==> config.mk <==
export PLATFORM = sky130hd
export DESIGN_NAME = core_status_and_irq_control
export DESIGN_NICKNAME = d
export VERILOG_FILES = /design/src/core_status_pkg.sv /design/src/pin_event_if.sv /design/src/pin_event_detect.sv /design/src/core_status_and_irq_control.sv
export SDC_FILE = /design/constraint.sdc
export NUM_CORES = 1
export LEC_CHECK = 0
export BUFFER_PORTS_ARGS = -buffer_cell sky130_fd_sc_hd__buf_2
export CAP_MARGIN = 10
export CORE_MARGIN = 2
export CORE_UTILIZATION = 53
export CTS_CLUSTER_DIAMETER = 30
export DETAILED_ROUTE_END_ITERATION = 16
export PLACE_DENSITY = 0.87
export RECOVER_POWER = 50
export SLEW_MARGIN = 10
export SYNTH_ARGS = -nofsm -noshare
export SYNTH_HDL_FRONTEND = slang
export SYNTH_SLANG_ARGS = --single-unit
==> constraint.sdc <==
create_clock -name sys_clk -period 5.4 [get_ports sys_clk]
set_clock_uncertainty 0.2 [all_clocks]
set_input_delay 0.54 -clock sys_clk [delete_from_list [all_inputs] [get_ports sys_clk]]
set_output_delay 0.54 -clock sys_clk [all_outputs]
set_load 0.01 [all_outputs]
==> src/core_status_pkg.sv <==
// shared constants, encodings and state layouts for the core status bank
package core_status_pkg;

  // data address decode
  localparam int unsigned        ADDR_W          = 9;
  localparam int unsigned        BANK_LOW_W      = 7;
  localparam logic [6:0]         STATUS_LOW_ADDR = 7'h03;
  localparam logic [6:0]         INTCTL_LOW_ADDR = 7'h0B;
  localparam logic [8:0]         PIE_ADDR        = 9'h08C;

  // core_status field positions
  localparam int unsigned        ST_INDIRECT     = 7;
  localparam int unsigned        ST_DIRECT_HI    = 6;
  localparam int unsigned        ST_DIRECT_LO    = 5;
  localparam int unsigned        ST_TIMEOUT      = 4;
  localparam int unsigned        ST_POWERDOWN    = 3;
  localparam int unsigned        ST_ZERO         = 2;
  localparam int unsigned        ST_DIGIT_CARRY  = 1;
  localparam int unsigned        ST_CARRY        = 0;

  // interrupt_control field positions
  localparam int unsigned        IC_GLOBAL_EN    = 7;
  localparam int unsigned        IC_PERIPH_EN    = 6;
  localparam int unsigned        IC_TIMER0_EN    = 5;
  localparam int unsigned        IC_EXT_EN       = 4;
  localparam int unsigned        IC_PORT_EN      = 3;
  localparam int unsigned        IC_TIMER0_FLAG  = 2;
  localparam int unsigned        IC_EXT_FLAG     = 1;
  localparam int unsigned        IC_PORT_FLAG    = 0;

  // arithmetic widths
  localparam int unsigned        NIBBLE_W        = 4;
  localparam int unsigned        DATA_W          = 8;
  localparam int unsigned        MSB             = 7;
  localparam int unsigned        LSB             = 0;

  // reset values and write masks
  localparam logic [7:0]         STATUS_RESET    = 8'h18;
  localparam logic [7:0]         INTCTL_RESET    = 8'h00;
  localparam logic [7:0]         PIE_RESET       = 8'h00;
  localparam logic [7:0]         PIE_WR_MASK     = 8'hF7;
  localparam logic [7:0]         ZERO_BYTE       = 8'h00;

  // pin event detector
  localparam int unsigned        PIN_COUNT       = 5;
  localparam int unsigned        EXT_PIN_BIT     = 0;
  localparam logic [4:0]         PIN_RESET       = 5'h00;

  typedef enum logic [2:0] {
    OP_ADD       = 3'b000,
    OP_SUB       = 3'b001,
    OP_LOGIC     = 3'b010,
    OP_ROT_RIGHT = 3'b011,
    OP_ROT_LEFT  = 3'b100
  } alu_op_e;

  typedef struct packed {
    logic [7:0] status;
    logic [7:0] intctl;
    logic [7:0] pie;
    logic [7:0] rd_data;
    logic       irq;
  } bank_state_s;

  typedef struct packed {
    logic [4:0] sync1;
    logic [4:0] sync2;
    logic [4:0] prev;
    logic       armed;
  } pin_state_s;

endpackage

==> src/pin_event_if.sv <==
// pin events passed from the pin detector to the register bank
`timescale 1ns/10ps
interface pin_event_if;
  logic ext_edge;
  logic port_change;

  modport source (
    output ext_edge,
    output port_change
  );

  modport sink (
    input ext_edge,
    input port_change
  );
endinterface

==> src/pin_event_detect.sv <==
// synchronises interrupt pins and detects their events
`timescale 1ns/10ps
module pin_event_detect (
  input  wire logic       sys_clk,
  input  wire logic       srst,
  input  wire logic       ext_interrupt_pin,
  input  wire logic [3:0] upper_port_pins,
  pin_event_if.source     events
);

  core_status_pkg::pin_state_s st;
  core_status_pkg::pin_state_s next_st;
  logic [4:0]                  raw;
  logic [4:0]                  changed;

  assign raw = {upper_port_pins, ext_interrupt_pin};

  genvar gi;
  generate
    for (gi = 0; gi < core_status_pkg::PIN_COUNT; gi++) begin : g_pin
      assign changed[gi] = st.armed & (st.sync2[gi] ^ st.prev[gi]);
    end
  endgenerate

  always_comb begin
    next_st       = st;
    next_st.sync1 = raw;
    next_st.sync2 = st.sync1;
    next_st.prev  = st.sync2;
    next_st.armed = 1'b1;
  end

  always_ff @(posedge sys_clk) begin
    if (srst) begin
      st.sync1 <= core_status_pkg::PIN_RESET;
      st.sync2 <= core_status_pkg::PIN_RESET;
      st.prev  <= core_status_pkg::PIN_RESET;
      st.armed <= 1'b0;
    end else begin
      st <= next_st;
    end
  end

  // rising edge on the external pin
  assign events.ext_edge =
    changed[core_status_pkg::EXT_PIN_BIT] &
    st.sync2[core_status_pkg::EXT_PIN_BIT];
  // any upper port pin toggled
  assign events.port_change = |changed[4:1];

endmodule

==> src/core_status_and_irq_control.sv <==
// core status, interrupt control and peripheral enable register bank
//
// What this block does
// - status writes by flag-changing ops keep the op's zero/digit/carry.
// - timeout and powerdown flags ignore every software write.
// - subtraction makes carry and digit carry active-low borrows.
// - indirect bank bit picks banks 2-3 when set, 0-1 when clear.
// - direct bank bits pick one of four 128-byte banks.
// - timeout flag set by power-up, watchdog clear, sleep; cleared on timeout.
// - powerdown flag set by power-up or watchdog clear; cleared by sleep.
// - zero flag follows whether the result is zero.
// - add/sub digit carry is the carry out of the low nibble.
// - add/sub carry is the carry out of the top result bit.
// - rotates load carry with the bit shifted out.
// - status answers at the same offset in all four banks.
// - source flags set regardless of any enable.
// - global enable passes unmasked interrupts, blocks all when clear.
// - peripheral enable passes unmasked peripheral interrupts.
// - timer0, external pin and port change enables gate their sources.
// - timer0 overflow sets its flag, held until software clears it.
// - external pin event sets its flag, held until software clears it.
// - any upper port pin change sets the port flag until cleared.
// - peripheral enables gate seven sources, bit 3 reads zero.
`timescale 1ns/10ps
module core_status_and_irq_control (
  input  wire logic                    sys_clk,
  input  wire logic                    srst,
  // file register port of the core
  input  wire logic [8:0]              reg_addr,
  input  wire logic                    reg_wr_en,
  input  wire logic [7:0]              reg_wr_data,
  input  wire logic                    reg_rd_en,
  output logic      [7:0]              reg_rd_data,
  // flag results from the executing instruction
  input  wire logic                    flag_update,
  input  wire core_status_pkg::alu_op_e flag_op,
  input  wire logic [7:0]              operand_a,
  input  wire logic [7:0]              operand_b,
  input  wire logic [7:0]              logic_result,
  // reset-cause events
  input  wire logic                    watchdog_clear_instr,
  input  wire logic                    sleep_instr,
  input  wire logic                    watchdog_timeout,
  // interrupt sources
  input  wire logic                    timer0_overflow,
  input  wire logic                    ext_interrupt_pin,
  input  wire logic [3:0]              upper_port_pins,
  input  wire logic [7:0]              peripheral_flags,
  // data address forming
  input  wire logic [6:0]              direct_addr_low,
  input  wire logic [7:0]              indirect_pointer,
  output logic      [8:0]              direct_data_addr,
  output logic      [8:0]              indirect_data_addr,
  output logic                         indirect_bank_bit,
  output logic      [1:0]              direct_bank_bits,
  output logic      [7:0]              status_out,
  output logic                         core_irq_request
);

  core_status_pkg::bank_state_s st;
  core_status_pkg::bank_state_s next_st;

  pin_event_if pin_events ();

  pin_event_detect u_pin_event_detect (
    .sys_clk           (sys_clk),
    .srst              (srst),
    .ext_interrupt_pin (ext_interrupt_pin),
    .upper_port_pins   (upper_port_pins),
    .events            (pin_events.source)
  );

  // address decode
  logic       hit_status;
  logic       hit_intctl;
  logic       hit_pie;
  logic       wr_status;
  logic       wr_intctl;
  logic       wr_pie;

  assign hit_status =
    (reg_addr[core_status_pkg::BANK_LOW_W-1:0] ==
     core_status_pkg::STATUS_LOW_ADDR);
  assign hit_intctl =
    (reg_addr[core_status_pkg::BANK_LOW_W-1:0] ==
     core_status_pkg::INTCTL_LOW_ADDR);
  assign hit_pie    = (reg_addr == core_status_pkg::PIE_ADDR);
  assign wr_status  = reg_wr_en & hit_status;
  assign wr_intctl  = reg_wr_en & hit_intctl;
  assign wr_pie     = reg_wr_en & hit_pie;

  // flag arithmetic
  logic       is_sub;
  logic [7:0] b_eff;
  logic [8:0] sum9;
  logic [4:0] nib5;
  logic       carry_in;
  logic       new_zero;
  logic       new_half;
  logic       new_carry;
  logic       upd_zero;
  logic       upd_half;
  logic       upd_carry;

  always_comb begin
    is_sub   = (flag_op == core_status_pkg::OP_SUB);
    // subtraction adds the two's complement of the second operand
    b_eff    = is_sub ? ~operand_b : operand_b;
    carry_in = is_sub;
    sum9     = {1'b0, operand_a} + {1'b0, b_eff} + {8'h00, carry_in};
    nib5     = {1'b0, operand_a[core_status_pkg::NIBBLE_W-1:0]} +
               {1'b0, b_eff[core_status_pkg::NIBBLE_W-1:0]} +
               {4'h0, carry_in};
    new_zero  = 1'b0;
    new_half  = 1'b0;
    new_carry = 1'b0;
    upd_zero  = 1'b0;
    upd_half  = 1'b0;
    upd_carry = 1'b0;
    case (flag_op)
      core_status_pkg::OP_ADD,
      core_status_pkg::OP_SUB: begin
        // no borrow leaves carry set, so polarity is reversed
        new_zero  = (sum9[core_status_pkg::MSB:0] ==
                     core_status_pkg::ZERO_BYTE);
        new_half  = nib5[core_status_pkg::NIBBLE_W];
        new_carry = sum9[core_status_pkg::DATA_W];
        upd_zero  = 1'b1;
        upd_half  = 1'b1;
        upd_carry = 1'b1;
      end
      core_status_pkg::OP_LOGIC: begin
        new_zero = (logic_result == core_status_pkg::ZERO_BYTE);
        upd_zero = 1'b1;
      end
      core_status_pkg::OP_ROT_RIGHT: begin
        new_carry = operand_a[core_status_pkg::LSB];
        upd_carry = 1'b1;
      end
      core_status_pkg::OP_ROT_LEFT: begin
        new_carry = operand_a[core_status_pkg::MSB];
        upd_carry = 1'b1;
      end
      default: begin
        upd_zero  = 1'b0;
      end
    endcase
  end

  // interrupt control and peripheral enables, next values
  logic [7:0] written_intctl;
  logic [7:0] next_intctl;
  logic [7:0] next_pie;
  logic [2:0] src_event;
  logic [2:0] src_flag;
  logic [2:0] src_enable;
  logic [2:0] src_pending;
  logic       core_pending;
  logic       periph_pending;
  logic       next_irq;

  // kept apart from next_st so the request logic forms no loop
  always_comb begin
    written_intctl = st.intctl;
    if (wr_intctl) begin
      written_intctl = reg_wr_data;
    end
  end

  // event order follows the flag order, port change in bit 0
  assign src_event = {timer0_overflow,
                      pin_events.ext_edge,
                      pin_events.port_change};

  // one flag and enable pair per core source; hardware set wins
  genvar si;
  generate
    for (si = 0; si < core_status_pkg::IC_PORT_EN; si++) begin : g_src
      assign src_flag[si] =
        written_intctl[core_status_pkg::IC_PORT_FLAG + si] |
        src_event[si];
      assign src_enable[si] =
        written_intctl[core_status_pkg::IC_PORT_EN + si];
      assign src_pending[si] = src_enable[si] & src_flag[si];
    end
  endgenerate

  assign next_intctl = {
    written_intctl[core_status_pkg::MSB:core_status_pkg::IC_PORT_EN],
    src_flag};

  // peripheral enables, unimplemented bit held at zero
  always_comb begin
    next_pie = st.pie;
    if (wr_pie) begin
      next_pie = reg_wr_data & core_status_pkg::PIE_WR_MASK;
    end
  end

  assign core_pending   = |src_pending;
  assign periph_pending =
    next_intctl[core_status_pkg::IC_PERIPH_EN] &
    (|(next_pie & peripheral_flags));
  assign next_irq =
    next_intctl[core_status_pkg::IC_GLOBAL_EN] &
    (core_pending | periph_pending);

  always_comb begin
    next_st = st;

    // status: bank bits from software
    if (wr_status) begin
      next_st.status[core_status_pkg::ST_INDIRECT] =
        reg_wr_data[core_status_pkg::ST_INDIRECT];
      next_st.status[core_status_pkg::ST_DIRECT_HI] =
        reg_wr_data[core_status_pkg::ST_DIRECT_HI];
      next_st.status[core_status_pkg::ST_DIRECT_LO] =
        reg_wr_data[core_status_pkg::ST_DIRECT_LO];
      // flag bits writable only when no flag update is under way, whichever flags the op owns
      if (!flag_update) begin
        next_st.status[core_status_pkg::ST_ZERO] =
          reg_wr_data[core_status_pkg::ST_ZERO];
        next_st.status[core_status_pkg::ST_DIGIT_CARRY] =
          reg_wr_data[core_status_pkg::ST_DIGIT_CARRY];
        next_st.status[core_status_pkg::ST_CARRY] =
          reg_wr_data[core_status_pkg::ST_CARRY];
      end
    end

    // op result overrides, even on a write to status
    if (flag_update) begin
      if (upd_zero) begin
        next_st.status[core_status_pkg::ST_ZERO] = new_zero;
      end
      if (upd_half) begin
        next_st.status[core_status_pkg::ST_DIGIT_CARRY] = new_half;
      end
      if (upd_carry) begin
        next_st.status[core_status_pkg::ST_CARRY] = new_carry;
      end
    end

    // reset-cause flags, hardware only; timeout wins
    if (watchdog_clear_instr) begin
      next_st.status[core_status_pkg::ST_TIMEOUT]   = 1'b1;
      next_st.status[core_status_pkg::ST_POWERDOWN] = 1'b1;
    end
    if (sleep_instr) begin
      next_st.status[core_status_pkg::ST_TIMEOUT]   = 1'b1;
      next_st.status[core_status_pkg::ST_POWERDOWN] = 1'b0;
    end
    if (watchdog_timeout) begin
      next_st.status[core_status_pkg::ST_TIMEOUT] = 1'b0;
    end

    // interrupt registers take the values formed above
    next_st.intctl = next_intctl;
    next_st.pie    = next_pie;

    // registered read data, unmapped reads zero
    if (reg_rd_en) begin
      if (hit_status) begin
        next_st.rd_data = st.status;
      end else if (hit_intctl) begin
        next_st.rd_data = st.intctl;
      end else if (hit_pie) begin
        next_st.rd_data = st.pie;
      end else begin
        next_st.rd_data = core_status_pkg::ZERO_BYTE;
      end
    end

    next_st.irq = next_irq;
  end

  always_ff @(posedge sys_clk) begin
    if (srst) begin
      st.status  <= core_status_pkg::STATUS_RESET;
      st.intctl  <= core_status_pkg::INTCTL_RESET;
      st.pie     <= core_status_pkg::PIE_RESET;
      st.rd_data <= core_status_pkg::ZERO_BYTE;
      st.irq     <= 1'b0;
    end else begin
      st <= next_st;
    end
  end

  assign reg_rd_data       = st.rd_data;
  assign status_out        = st.status;
  assign core_irq_request  = st.irq;
  assign indirect_bank_bit = st.status[core_status_pkg::ST_INDIRECT];
  assign direct_bank_bits  =
    st.status[core_status_pkg::ST_DIRECT_HI:core_status_pkg::ST_DIRECT_LO];

  // bank bits form the top of the data address
  assign direct_data_addr   = {direct_bank_bits, direct_addr_low};
  assign indirect_data_addr = {indirect_bank_bit, indirect_pointer};

endmodule

==> run_results.csv, run 1 <==
group,metric,value,unit
worst_setup_path,worstSetupEndpointType,"register",
worst_setup_path,slowest_stage,"or3_2",
worst_setup_path,critPathLaunchType,"input port",
worst_setup_path,max_stage_delay,440,ps
die,rows,27,
synth,synth_top_area_share,33.29,%
route,routedWlPerCell,14.36,um
finish,fin_nets,452,
cts,htree_levels,2,
timing,slew_violations,40,
timing,finalCriticalPeriod,3309,ps
power_and_ir_drop,p_leak,1.467,nW
cts,clk_latency,320,ps
finish,areaGrowthSynthToFinish,9.809,%
status,status,"complete, but fails checks",
worst_setup_path,cp_max_fo,8,
cts,clock_sinks,49,
place,gp_congestion,0.8355,
finish,drive_gt1_share,30.58,%
synth,synth_cells,315,
synth,synth_area_leaders,"dfxtp_1 33%, buf_4 9.2%, mux2i_1 5.4%",
cts,post-cts-setup-buffers,0,
synth,ys_seq_area_share,33.29,%
die,die_x,78.56,um
cts,cts_buffers,5,
timing,maxSlewHeadroom,-11.74,%
power_and_ir_drop,power_switching,0.2246,mW
timing,min_period_over_period,61.28,%
cts,clkTransAtPathRegs,100,ps
route,vias,2366,
synth,synth_commonest_cells,"49 x dfxtp_1, 36 x buf_4, 25 x nor2_1",
timing,fin_setup_tns,0,ps
cts,hold_buffers,0,
worst_setup_path,worstPathRequired,5420,ps
place,port-buffer-count,88,
power_and_ir_drop,powerDensity,235.3,mW/mm^2
worst_setup_path,crit_arrival,3330,ps
die,die_h,78.56,um
synth,mappedNetlistNets,405,
synth,async_flop_share,0,%
synth,synth_top_area_cell,"dfxtp_1",
power_and_ir_drop,ir_drop,0.0001378,V
min_path,hold_class,"input port to register",
power_and_ir_drop,clkPwrFrac,31.1,%
timing,hold_viol_final,0,
route,dr.pass1.iters,4,
synth,yosys_warnings,0,
place,post-dp-hpwl,4917,um
power_and_ir_drop,pwr-share-comb,19.1,%
synth,yosysUniqueCellTypes,64,
route,drt_iter0_markers,147,
grt,grt_max_degree,40,
cts,cts_resized,0,
status,violations,"max-capacitance violations, max-slew violations",
synth,yosysMostFrequentCell,"dfxtp_1",
grt,grt_pass1_vias,2276,
route,routed_via_density,5.439,
synth,syn-cell-area,0.002947,mm^2
grt,grt_pass1_wl,10050,um
timing,rsz0062_at_grt,"no",
cts,cts_tree,"built",
die,core-area,0.005439,mm^2
synth,ys.flop_type,"dfxtp_1",
grt,grt-ovfl-total,0,
place,placed_cells,427,
route,drtAntennaViolNets,0,
power_and_ir_drop,netSwitchingFraction,29.50,%
die,dieArea,0.006172,mm^2
finish,diodes,0,
power_and_ir_drop,p_int,0.5369,mW
worst_setup_path,crit_chain,"buf_2 > nor2_1 > and2_1 > xor2_1 > ha_1 > nor2b_1 > o21a_1 > or3_2 > a2111oi_4 > nand4_2 > a221oi_2",
cts,clockRootBuffer,"clkbuf_8",
timing,setup_viol,0,
grt,grtUsageTotal,20.41,%
synth,synth_edf_count,0,
timing,tightest_slew,1676,ps
grt,antenna_found_initial,0,
synth,ys_seq_elements,49,
route,routed_wl,6246,um
finish,final_cells,435,
power_and_ir_drop,seq_power_share,49.8,%
cts,clock_path_buffers,2,
worst_setup_path,critPathKind,"input port to register",
route,route.detailed.drc,0,
timing,fmax,302.2,MHz
die,boundaryPins,119,
die,start_util,54.18,%
run,max_cap_viol_count,1,
synth,synth_area_per_cell,9.354,um^2
-- registers in the layout, summed over array words and instances (netlist names) --
signal and count:
status_out 8, u_pin_event_detect.next_st 10, core_irq_request 1, st 16
reg_rd_data 8, u_pin_event_detect.st 6
-- critical path: cells and delay by family --
| kind | cells | cell delay (ps) |
|---|---|---|
| adder cells (fa/ha/maj) | 1 | 280 |
| XOR/XNOR | 1 | 180 |
| AND/OR/NAND/NOR | 5 | 1370 |
| AO/OA/AOI/OAI | 3 | 830 |
| buffers and inverters | 1 | 140 |
-- per-stage QoR --
stage	hold WS [ps]	area (um^2)	utilization, %	worst slack [ps]	power (mW)
after global placement	215.5	3154	57.99	1878	0.5289
after CTS	211.1	3252	59.79	2093	0.7654
after detailed placement	223.9	3154	57.99	1766	0.5334
after global routing	222.5	3236	59.49	1890	0.7964
final	210.1	3236	59.49	2091	0.7615
after floorplan	213.8	2947	-	2046	0.4973
-- kinds of logic (layout without fill, tap and decap cells) --
| logic type | after synthesis | in the layout | synth area share [%] |
|---|---|---|---|
| adder cells (fa/ha/maj) | 9 | 9 | 4.077 |
| XOR/XNOR | 15 | 15 | 4.459 |
| multiplexers | 29 | 29 | 10.40 |
| AO/OA/AOI/OAI | 61 | 61 | 16.26 |
| flip-flops | 49 | 49 | 33.29 |
| AND/OR/NAND/NOR | 96 | 96 | 19.53 |
| buffers and inverters | 56 | 104 | 11.97 |
-- per-layer routing --
layer  part of all wire, %  up-vias  wire length, um  track usage [%]
met5                     0        -                0                0
met4                   1.5        0               93            6.667
met3                   6.9       11              430            4.943
met2                    49       90             3072            36.92
met1                    42     1077             2650            23.44
li1                      -     1188                -                -
-- worst paths after layout --
kind | startpoint | to | slack, ps | depth (start not counted)
worst max-delay path | flag_op[2] | status_out[2] | 2090 | 11
worst min-delay path | watchdog_timeout | status_out[4] | 210 | 2
worst max register to register | u_pin_event_detect.st[3] | core_irq_request | 3610 | 6
worst min register to register | u_pin_event_detect.next_st[9] | u_pin_event_detect.next_st[4] | 240 | 1
-- layout by cell type, fill, tap and decap left out, types with 4 or more instances in the layout --
cell / n
nand2_1: 11
nor2b_1: 17
dfxtp_1: 49
o21ai_0: 6
clkbuf_1: 13
ha_1: 8
clkbuf_8: 5
inv_1: 8
mux2i_1: 16
a21oi_1: 8
buf_2: 75
a22oi_1: 9
mux2_2: 12
nor3_1: 5
nor2_1: 25
and2_1: 7
nand4_1: 4
a211oi_1: 11
xor2_1: 14
-- power by group through the flow --
stage / Combinational (mW) / Clock (mW) / Sequential [mW]
after global placement: 0.142 / 0 / 0.387
final: 0.145 / 0.237 / 0.379
after global routing: 0.161 / 0.255 / 0.381
after floorplan: 0.112 / 0 / 0.386
after CTS: 0.147 / 0.240 / 0.379
after detailed placement: 0.146 / 0 / 0.387
-- final cells by class --
type / count / area (um^2)
fill: 482 / 2203
sequential: 49 / 980.9
tap: 72 / 90.09
timing repair buffer: 88 / 424.2
clock inverter: 3 / 28.78
multi-input combinational: 210 / 1613
inverter: 8 / 30.03
clock buffer: 5 / 68.82
(Power assumes the default switching activity.)
==> inputs of run 2 (changes only) <==
- ABC_AREA: default -> 1
- CORE_UTILIZATION: 53 -> 44
- PLACE_DENSITY: 0.87 -> 0.77
- clock period: 5.4 -> 2.9 ns (I/O delays scaled with it)
==> run_results.csv, run 2 <==
group,metric,value,unit
worst_setup_path,cp-startpoint,"flag_op[2]",
timing,fmax,440.4,MHz
cts,cts_tree,"built",
synth,synth_area_leaders,"dfxtp_1 33%, nand2_1 10%, buf_4 9.1%",
finish,diodes,0,
finish,final_cell_mix,"86 x buf_2, 83 x nand2_1, 59 x inv_1",
worst_setup_path,path_depth,10,
timing,fin_setup_tns,0,ps
finish,final_common_cell,"buf_2",
synth,yosysMostFrequentCell,"nand2_1",
timing,rsz0062_at_grt,"no",
worst_setup_path,crit_chain,"buf_2 > nor2_2 > nand2_2 > xor2_1 > fa_1 > nor3_1 > o21ai_0 > a21oi_1 > o21ai_0 > a21oi_1",
power_and_ir_drop,p_leak,1.720,nW
cts,clock_path_buffers,2,
die,rows,29,
synth,syn-cell-area,0.002973,mm^2
cts,cts_buffers,5,
place,gp_congestion,0.8669,
synth,muxShareOfSynthArea,0,%
synth,synth_commonest_cells,"83 x nand2_1, 59 x inv_1, 49 x dfxtp_1",
route,vias,2768,
die,core-area,0.006459,mm^2
timing,hold_viol_final,0,
worst_setup_path,r2r_cells,8,
synth,synth_top_area_share,33.00,%
cts,clk_latency,310,ps
timing,setup_ws,629.3,ps
worst_setup_path,worstSetupEndpointType,"register",
cts,hold_buffers,7,
power_and_ir_drop,power.total,1.367,mW
grt,grtUsageTotal,18.67,%
route,routed_wl,6869,um
synth,ys_seq_area_share,33.00,%
finish,areaGrowthSynthToFinish,13.26,%
worst_setup_path,timing.rr.start,"u_pin_event_detect.next_st[4]",
route,drt_iter0_markers,123,
place,post-dp-hpwl,5446,um
finish,n_fill_cell,653,
die,dieArea,0.007430,mm^2
cts,cts_resized,0,
grt,grt_pass1_vias,2533,
grt,grt-ovfl-total,0,
route,drtAntennaViolNets,0,
synth,synth_adder_area_share,4.040,%
worst_setup_path,critPathKind,"input port to register",
finish,multi_input_area,0.001435,mm^2
synth,synthXorXnorAreaFrac,4.125,%
finish,regMostFlops,"st",
synth,yosys_warnings,0,
synth,synth_compound_area_share,11.70,%
cts,post-cts-setup-buffers,0,
worst_setup_path,critPathLaunchType,"input port",
run,max_cap_viol_count,0,
power_and_ir_drop,ir_drop,0.0003167,V
worst_setup_path,crit_arrival,2320,ps
route,route.detailed.drc,0,
cts,htree_levels,2,
timing,hold_ws,63.31,ps
synth,ys.flop_type,"dfxtp_1",
finish,regArea,980.9,um^2
synth,synth_edf_count,0,
place,placed_cell_area,0.003222,mm^2
die,die_h,86.20,um
finish,largest_register_ffs,16,
worst_setup_path,endpoint,"status_out[0]",
timing,finalCriticalPeriod,2271,ps
worst_setup_path,reg2reg_slack,1470,ps
finish,fin_nets,575,
synth,synth-simple-area-share,28.58,%
die,die_x,86.20,um
synth,synth_cells,424,
min_path,hold_class,"input port to register",
cts,clkTransAtPathRegs,90,ps
grt,grt_pass1_wl,11120,um
synth,yosysUniqueCellTypes,38,
timing,setup_viol,0,
worst_setup_path,cp_max_fo,9,
power_and_ir_drop,powerDensity,406.1,mW/mm^2
route,dr.pass1.iters,5,
worst_setup_path,critical_path.top_delay_family,"simple AND/OR/NAND/NOR gates",
cts,clockRootBuffer,"clkbuf_8",
worst_setup_path,worstPathRequired,2950,ps
route,routed_via_density,4.917,
synth,synth_area_per_cell,7.011,um^2
synth,synth_top_area_cell,"dfxtp_1",
place,port-buffer-count,88,
grt,antenna_found_initial,0,
worst_setup_path,path_buf_inv,1,
timing,slew_violations,0,
route,routedWlPerCell,12.20,um
finish,drive_gt1_share,24.07,%
timing,maxSlewHeadroom,15.11,%
synth,ys_seq_elements,49,
status,status,"finished clean",
worst_setup_path,rr_endpoint,"core_irq_request",
worst_setup_path,slowest_stage,"fa_1",
timing,tightest_slew,1273,ps
synth,synth_top_family_by_area,"simple AND/OR/NAND/NOR gates",
worst_setup_path,max_stage_delay,470,ps
die,boundaryPins,119,
finish,final_area,0.003367,mm^2
grt,grt_max_degree,31,
timing,min_period_over_period,78.30,%
synth,mappedNetlistNets,514,
die,start_util,46.03,%
synth,async_flop_share,0,%
cts,clock_sinks,49,
place,post-place-ws,331.7,ps
## run 2: changes by cell type in the layout (fill, tap and decap cells not counted), sizes merged, moves of 13 or more
cell and delta:
nand2 +76, nor2 +26, o21ai +15, mux2i -16, nor2b -18, mux2 -13
nand3 +20, inv +56
## run 2: layout make-up
| class | count | area share [%] |
|---|---|---|
| clock buffer | 6 | 2.155 |
| sequential | 49 | 29.13 |
| tap | 77 | 2.861 |
| timing repair buffer | 96 | 15.20 |
| clock inverter | 2 | 0.4088 |
| multi-input combinational | 265 | 42.62 |
| inverter | 68 | 7.618 |
## run 2: worst min path at each step
stage	start	endpoint	slack, ps	cells past startpoint
2_1_floorplan	u_pin_event_detect.next_st[6]	u_pin_event_detect.next_st[1]	190	2
3_5_place_dp	u_pin_event_detect.next_st[8]	u_pin_event_detect.next_st[3]	190	2
5_1_grt	reg_wr_data[7]	st[24]	70	3
3_3_place_gp	u_pin_event_detect.next_st[9]	u_pin_event_detect.next_st[4]	190	2
4_1_cts	watchdog_clear_instr	status_out[3]	50	3
6_report	watchdog_clear_instr	status_out[3]	60	3
## run 2: through the flow
step	instances	util, %
after floorplan	424	-
after global placement	548	49.88
after detailed placement	548	49.88
after CTS	563	52.31
after global routing	563	52.13
final	563	52.13
## run 2: routing by layer
metal  part of all wire, %  vias to the layer above  GRT usage, %
li1                      -                     1429             -
met1                    42                     1223         21.82
met2                    49                       99         32.98
met3                   7.6                       17         4.857
met4                   2.0                        0         6.676
met5                     0                        -             0
## run 2: worst reg2reg max path: stages (launching register included)
cell and delay [ps]:
dfxtp_1 360, xnor2_1 120, nand3_1 80, o21ai_0 170
nand3_1 120, nand2_1 80, nand2_1 50, nor2_1 80
a21oi_1 70
## run 2: where the power goes
part	internal [mW]	switching [mW]
sequential	0.693	0.0108
clock	0.172	0.228
combinational	0.112	0.152
total	0.976	0.391
## run 2: logic make-up (layout without fill, tap and decap cells)
logic type,Yosys count,in the layout
xor gates and xnor gates,14,14
AOI/OAI and AO/OA,60,60
DFF,49,49
buffers and inverters,110,172
and+or+nand+nor,182,182
adders and majority gates,9,9
==> inputs of run 3 (changes only) <==
- CORE_UTILIZATION: 44 -> 49
- PLACE_DENSITY: 0.77 -> 0.81
- clock period: 2.9 -> 2.1 ns (I/O delays scaled with it)
==> run_results.csv, run 3 (synthesized netlist as in run 2, its figures left out) <==
group,metric,value,unit
worst_setup_path,cp_max_fo,8,
finish,final_cell_mix,"82 x buf_2, 81 x nand2_1, 59 x inv_1",
route,routed_via_density,4.921,
worst_setup_path,critPathLaunchType,"input port",
place,port-buffer-count,88,
run,max_cap_viol_count,0,
finish,n_fill_cell,550,
route,routed_wl,7049,um
timing,maxSlewHeadroom,14.32,%
worst_setup_path,cp-startpoint,"flag_op[0]",
grt,grt-ovfl-total,0,
grt,antenna_found_initial,0,
power_and_ir_drop,power_switching,0.5587,mW
worst_setup_path,crit_arrival,2060,ps
die,die_h,81.89,um
worst_setup_path,timing.rr.start,"u_pin_event_detect.next_st[2]",
route,route.detailed.drc,0,
die,die_x,81.89,um
die,rows,28,
grt,grtUsageTotal,21.21,%
worst_setup_path,max_stage_delay,530,ps
grt,grt_pass1_wl,11010,um
timing,slew_violations,0,
cts,clockRootBuffer,"clkbuf_8",
power_and_ir_drop,powerDensity,580.5,mW/mm^2
timing,tightest_slew,1285,ps
min_path,hold_class,"input port to register",
finish,areaGrowthSynthToFinish,21.59,%
worst_setup_path,critPathKind,"input port to register",
finish,diodes,0,
route,drtAntennaViolNets,0,
finish,largest_register_ffs,16,
worst_setup_path,worstPathRequired,2140,ps
cts,htree_levels,2,
cts,cts_tree,"built",
die,core-area,0.005886,mm^2
power_and_ir_drop,pwr-share-comb,20.3,%
timing,finalCriticalPeriod,2024,ps
place,post-dp-hpwl,5440,um
die,dieArea,0.006706,mm^2
timing,min_period_over_period,96.37,%
worst_setup_path,crit_top_cell,"nand3_1",
timing,hold_viol_final,0,
finish,final_area,0.003615,mm^2
worst_setup_path,crit_chain,"buf_8 > inv_4 > nor2_4 > nand2_4 > xor2_4 > fa_2 > nand2_2 > a21oi_2 > nand3_1 > nor2_1 > nand3_1 > nor2_1 > nand3_1 > a21oi_2",
die,start_util,50.51,%
cts,cts_buffers,5,
power_and_ir_drop,seq_power_share,46.3,%
grt,grt_max_degree,31,
power_and_ir_drop,ir_drop,0.0003015,V
cts,clk_latency,300,ps
timing,rsz0062_at_grt,"yes",
status,status,"finished clean",
worst_setup_path,worstSetupEndpointType,"register",
finish,regMostFlops,"st",
cts,clock_path_buffers,2,
worst_setup_path,critical_path.top_delay_family,"simple AND/OR/NAND/NOR gates",
cts,clock_sinks,49,
finish,fin_nets,593,
place,gp_congestion,0.8929,
timing,setup_viol,0,
worst_setup_path,slowest_stage,"fa_2",
finish,fin_util,61.42,%
grt,grt_pass1_vias,2659,
finish,drive_gt1_share,27.98,%
power_and_ir_drop,netSwitchingFraction,26.63,%
die,boundaryPins,119,
cts,clkTransAtPathRegs,90,ps
min_path,min_from,"reg_wr_data[7]",
power_and_ir_drop,clkPwrFrac,33.4,%
route,routedWlPerCell,12.17,um
route,dr.pass1.iters,4,
route,vias,2849,
power_and_ir_drop,p_leak,1.828,nW
timing,fmax,494.1,MHz
route,drt_iter0_markers,234,
worst_setup_path,path_buf_inv,2,
finish,final_common_cell,"buf_2",
place,placed_cell_area,0.003324,mm^2
power_and_ir_drop,p_int,1.540,mW
-- run 3: cell type report --
class / count / area, um^2 / share of cell area, %
well taps: 75 / 93.84 / 2.596
inverters: 68 / 259.0 / 7.165
clock inverters: 2 / 37.54 / 1.038
clock buffers: 6 / 82.58 / 2.285
repair buffers: 114 / 665.6 / 18.41
multi-input cells: 265 / 1495 / 41.36
flip-flops and latches: 49 / 980.9 / 27.14
-- run 3: worst reg2reg max path: stages (launching register included) --
cell     delay [ps]
dfxtp_1         350
xnor2_1         120
nand3_1          90
o21ai_0         160
nand3_1         120
nand2_1          80
nand2_1          50
nor2_1          110
a21oi_1          90
-- run 3: metrics by stage --
stage               setup TNS, ps  total power, mW  cells  worst slack [ps]  hold WS [ps]
finish                          0            2.098    579             76.24         16.66
global route               -106.1            2.192    579            -68.25         19.28
CTS                             0            2.081    577             6.400         11.40
detailed placement         -577.1            1.373    560            -300.9         193.1
global placement           -306.1            1.362    560            -159.9         189.0
floorplan                       0            1.253    424             34.01         117.0
-- run 3: power groups by stage --
stage,logic [mW],clock network (mW),registers (mW)
global placement,0.369,0,0.992
floorplan,0.264,0,0.989
CTS,0.395,0.715,0.971
finish,0.426,0.702,0.971
detailed placement,0.381,0,0.993
global route,0.472,0.746,0.974
-- run 3: routing by layer --
metal / wire (um) / global-route usage, % / vias to the layer above
met1: 2747 / 23.20 / 1239
met5: 0 / 0 / -
met2: 3549 / 38.37 / 114
met3: 553 / 5.714 / 19
li1: - / - / 1477
met4: 198 / 8.833 / 0
-- run 3: worst paths after layout --
| check | depth (start not counted) | end | slack, ps |
|---|---|---|---|
| worst max register to register | 8 | core_irq_request | 630 |
| worst min register to register | 2 | u_pin_event_detect.next_st[3] | 200 |
| worst min-delay path | 3 | status_out[7] | 20 |
| worst max-delay path | 14 | status_out[2] | 80 |
-- run 3: what timing repair did --
item / in CTS / in global routing
setup endpoints to repair: 0 / 2
resized for setup: 0 / 18
setup buffers: 0 / 2
hold buffers: 9 / 0
hold endpoints to repair: 7 / 0
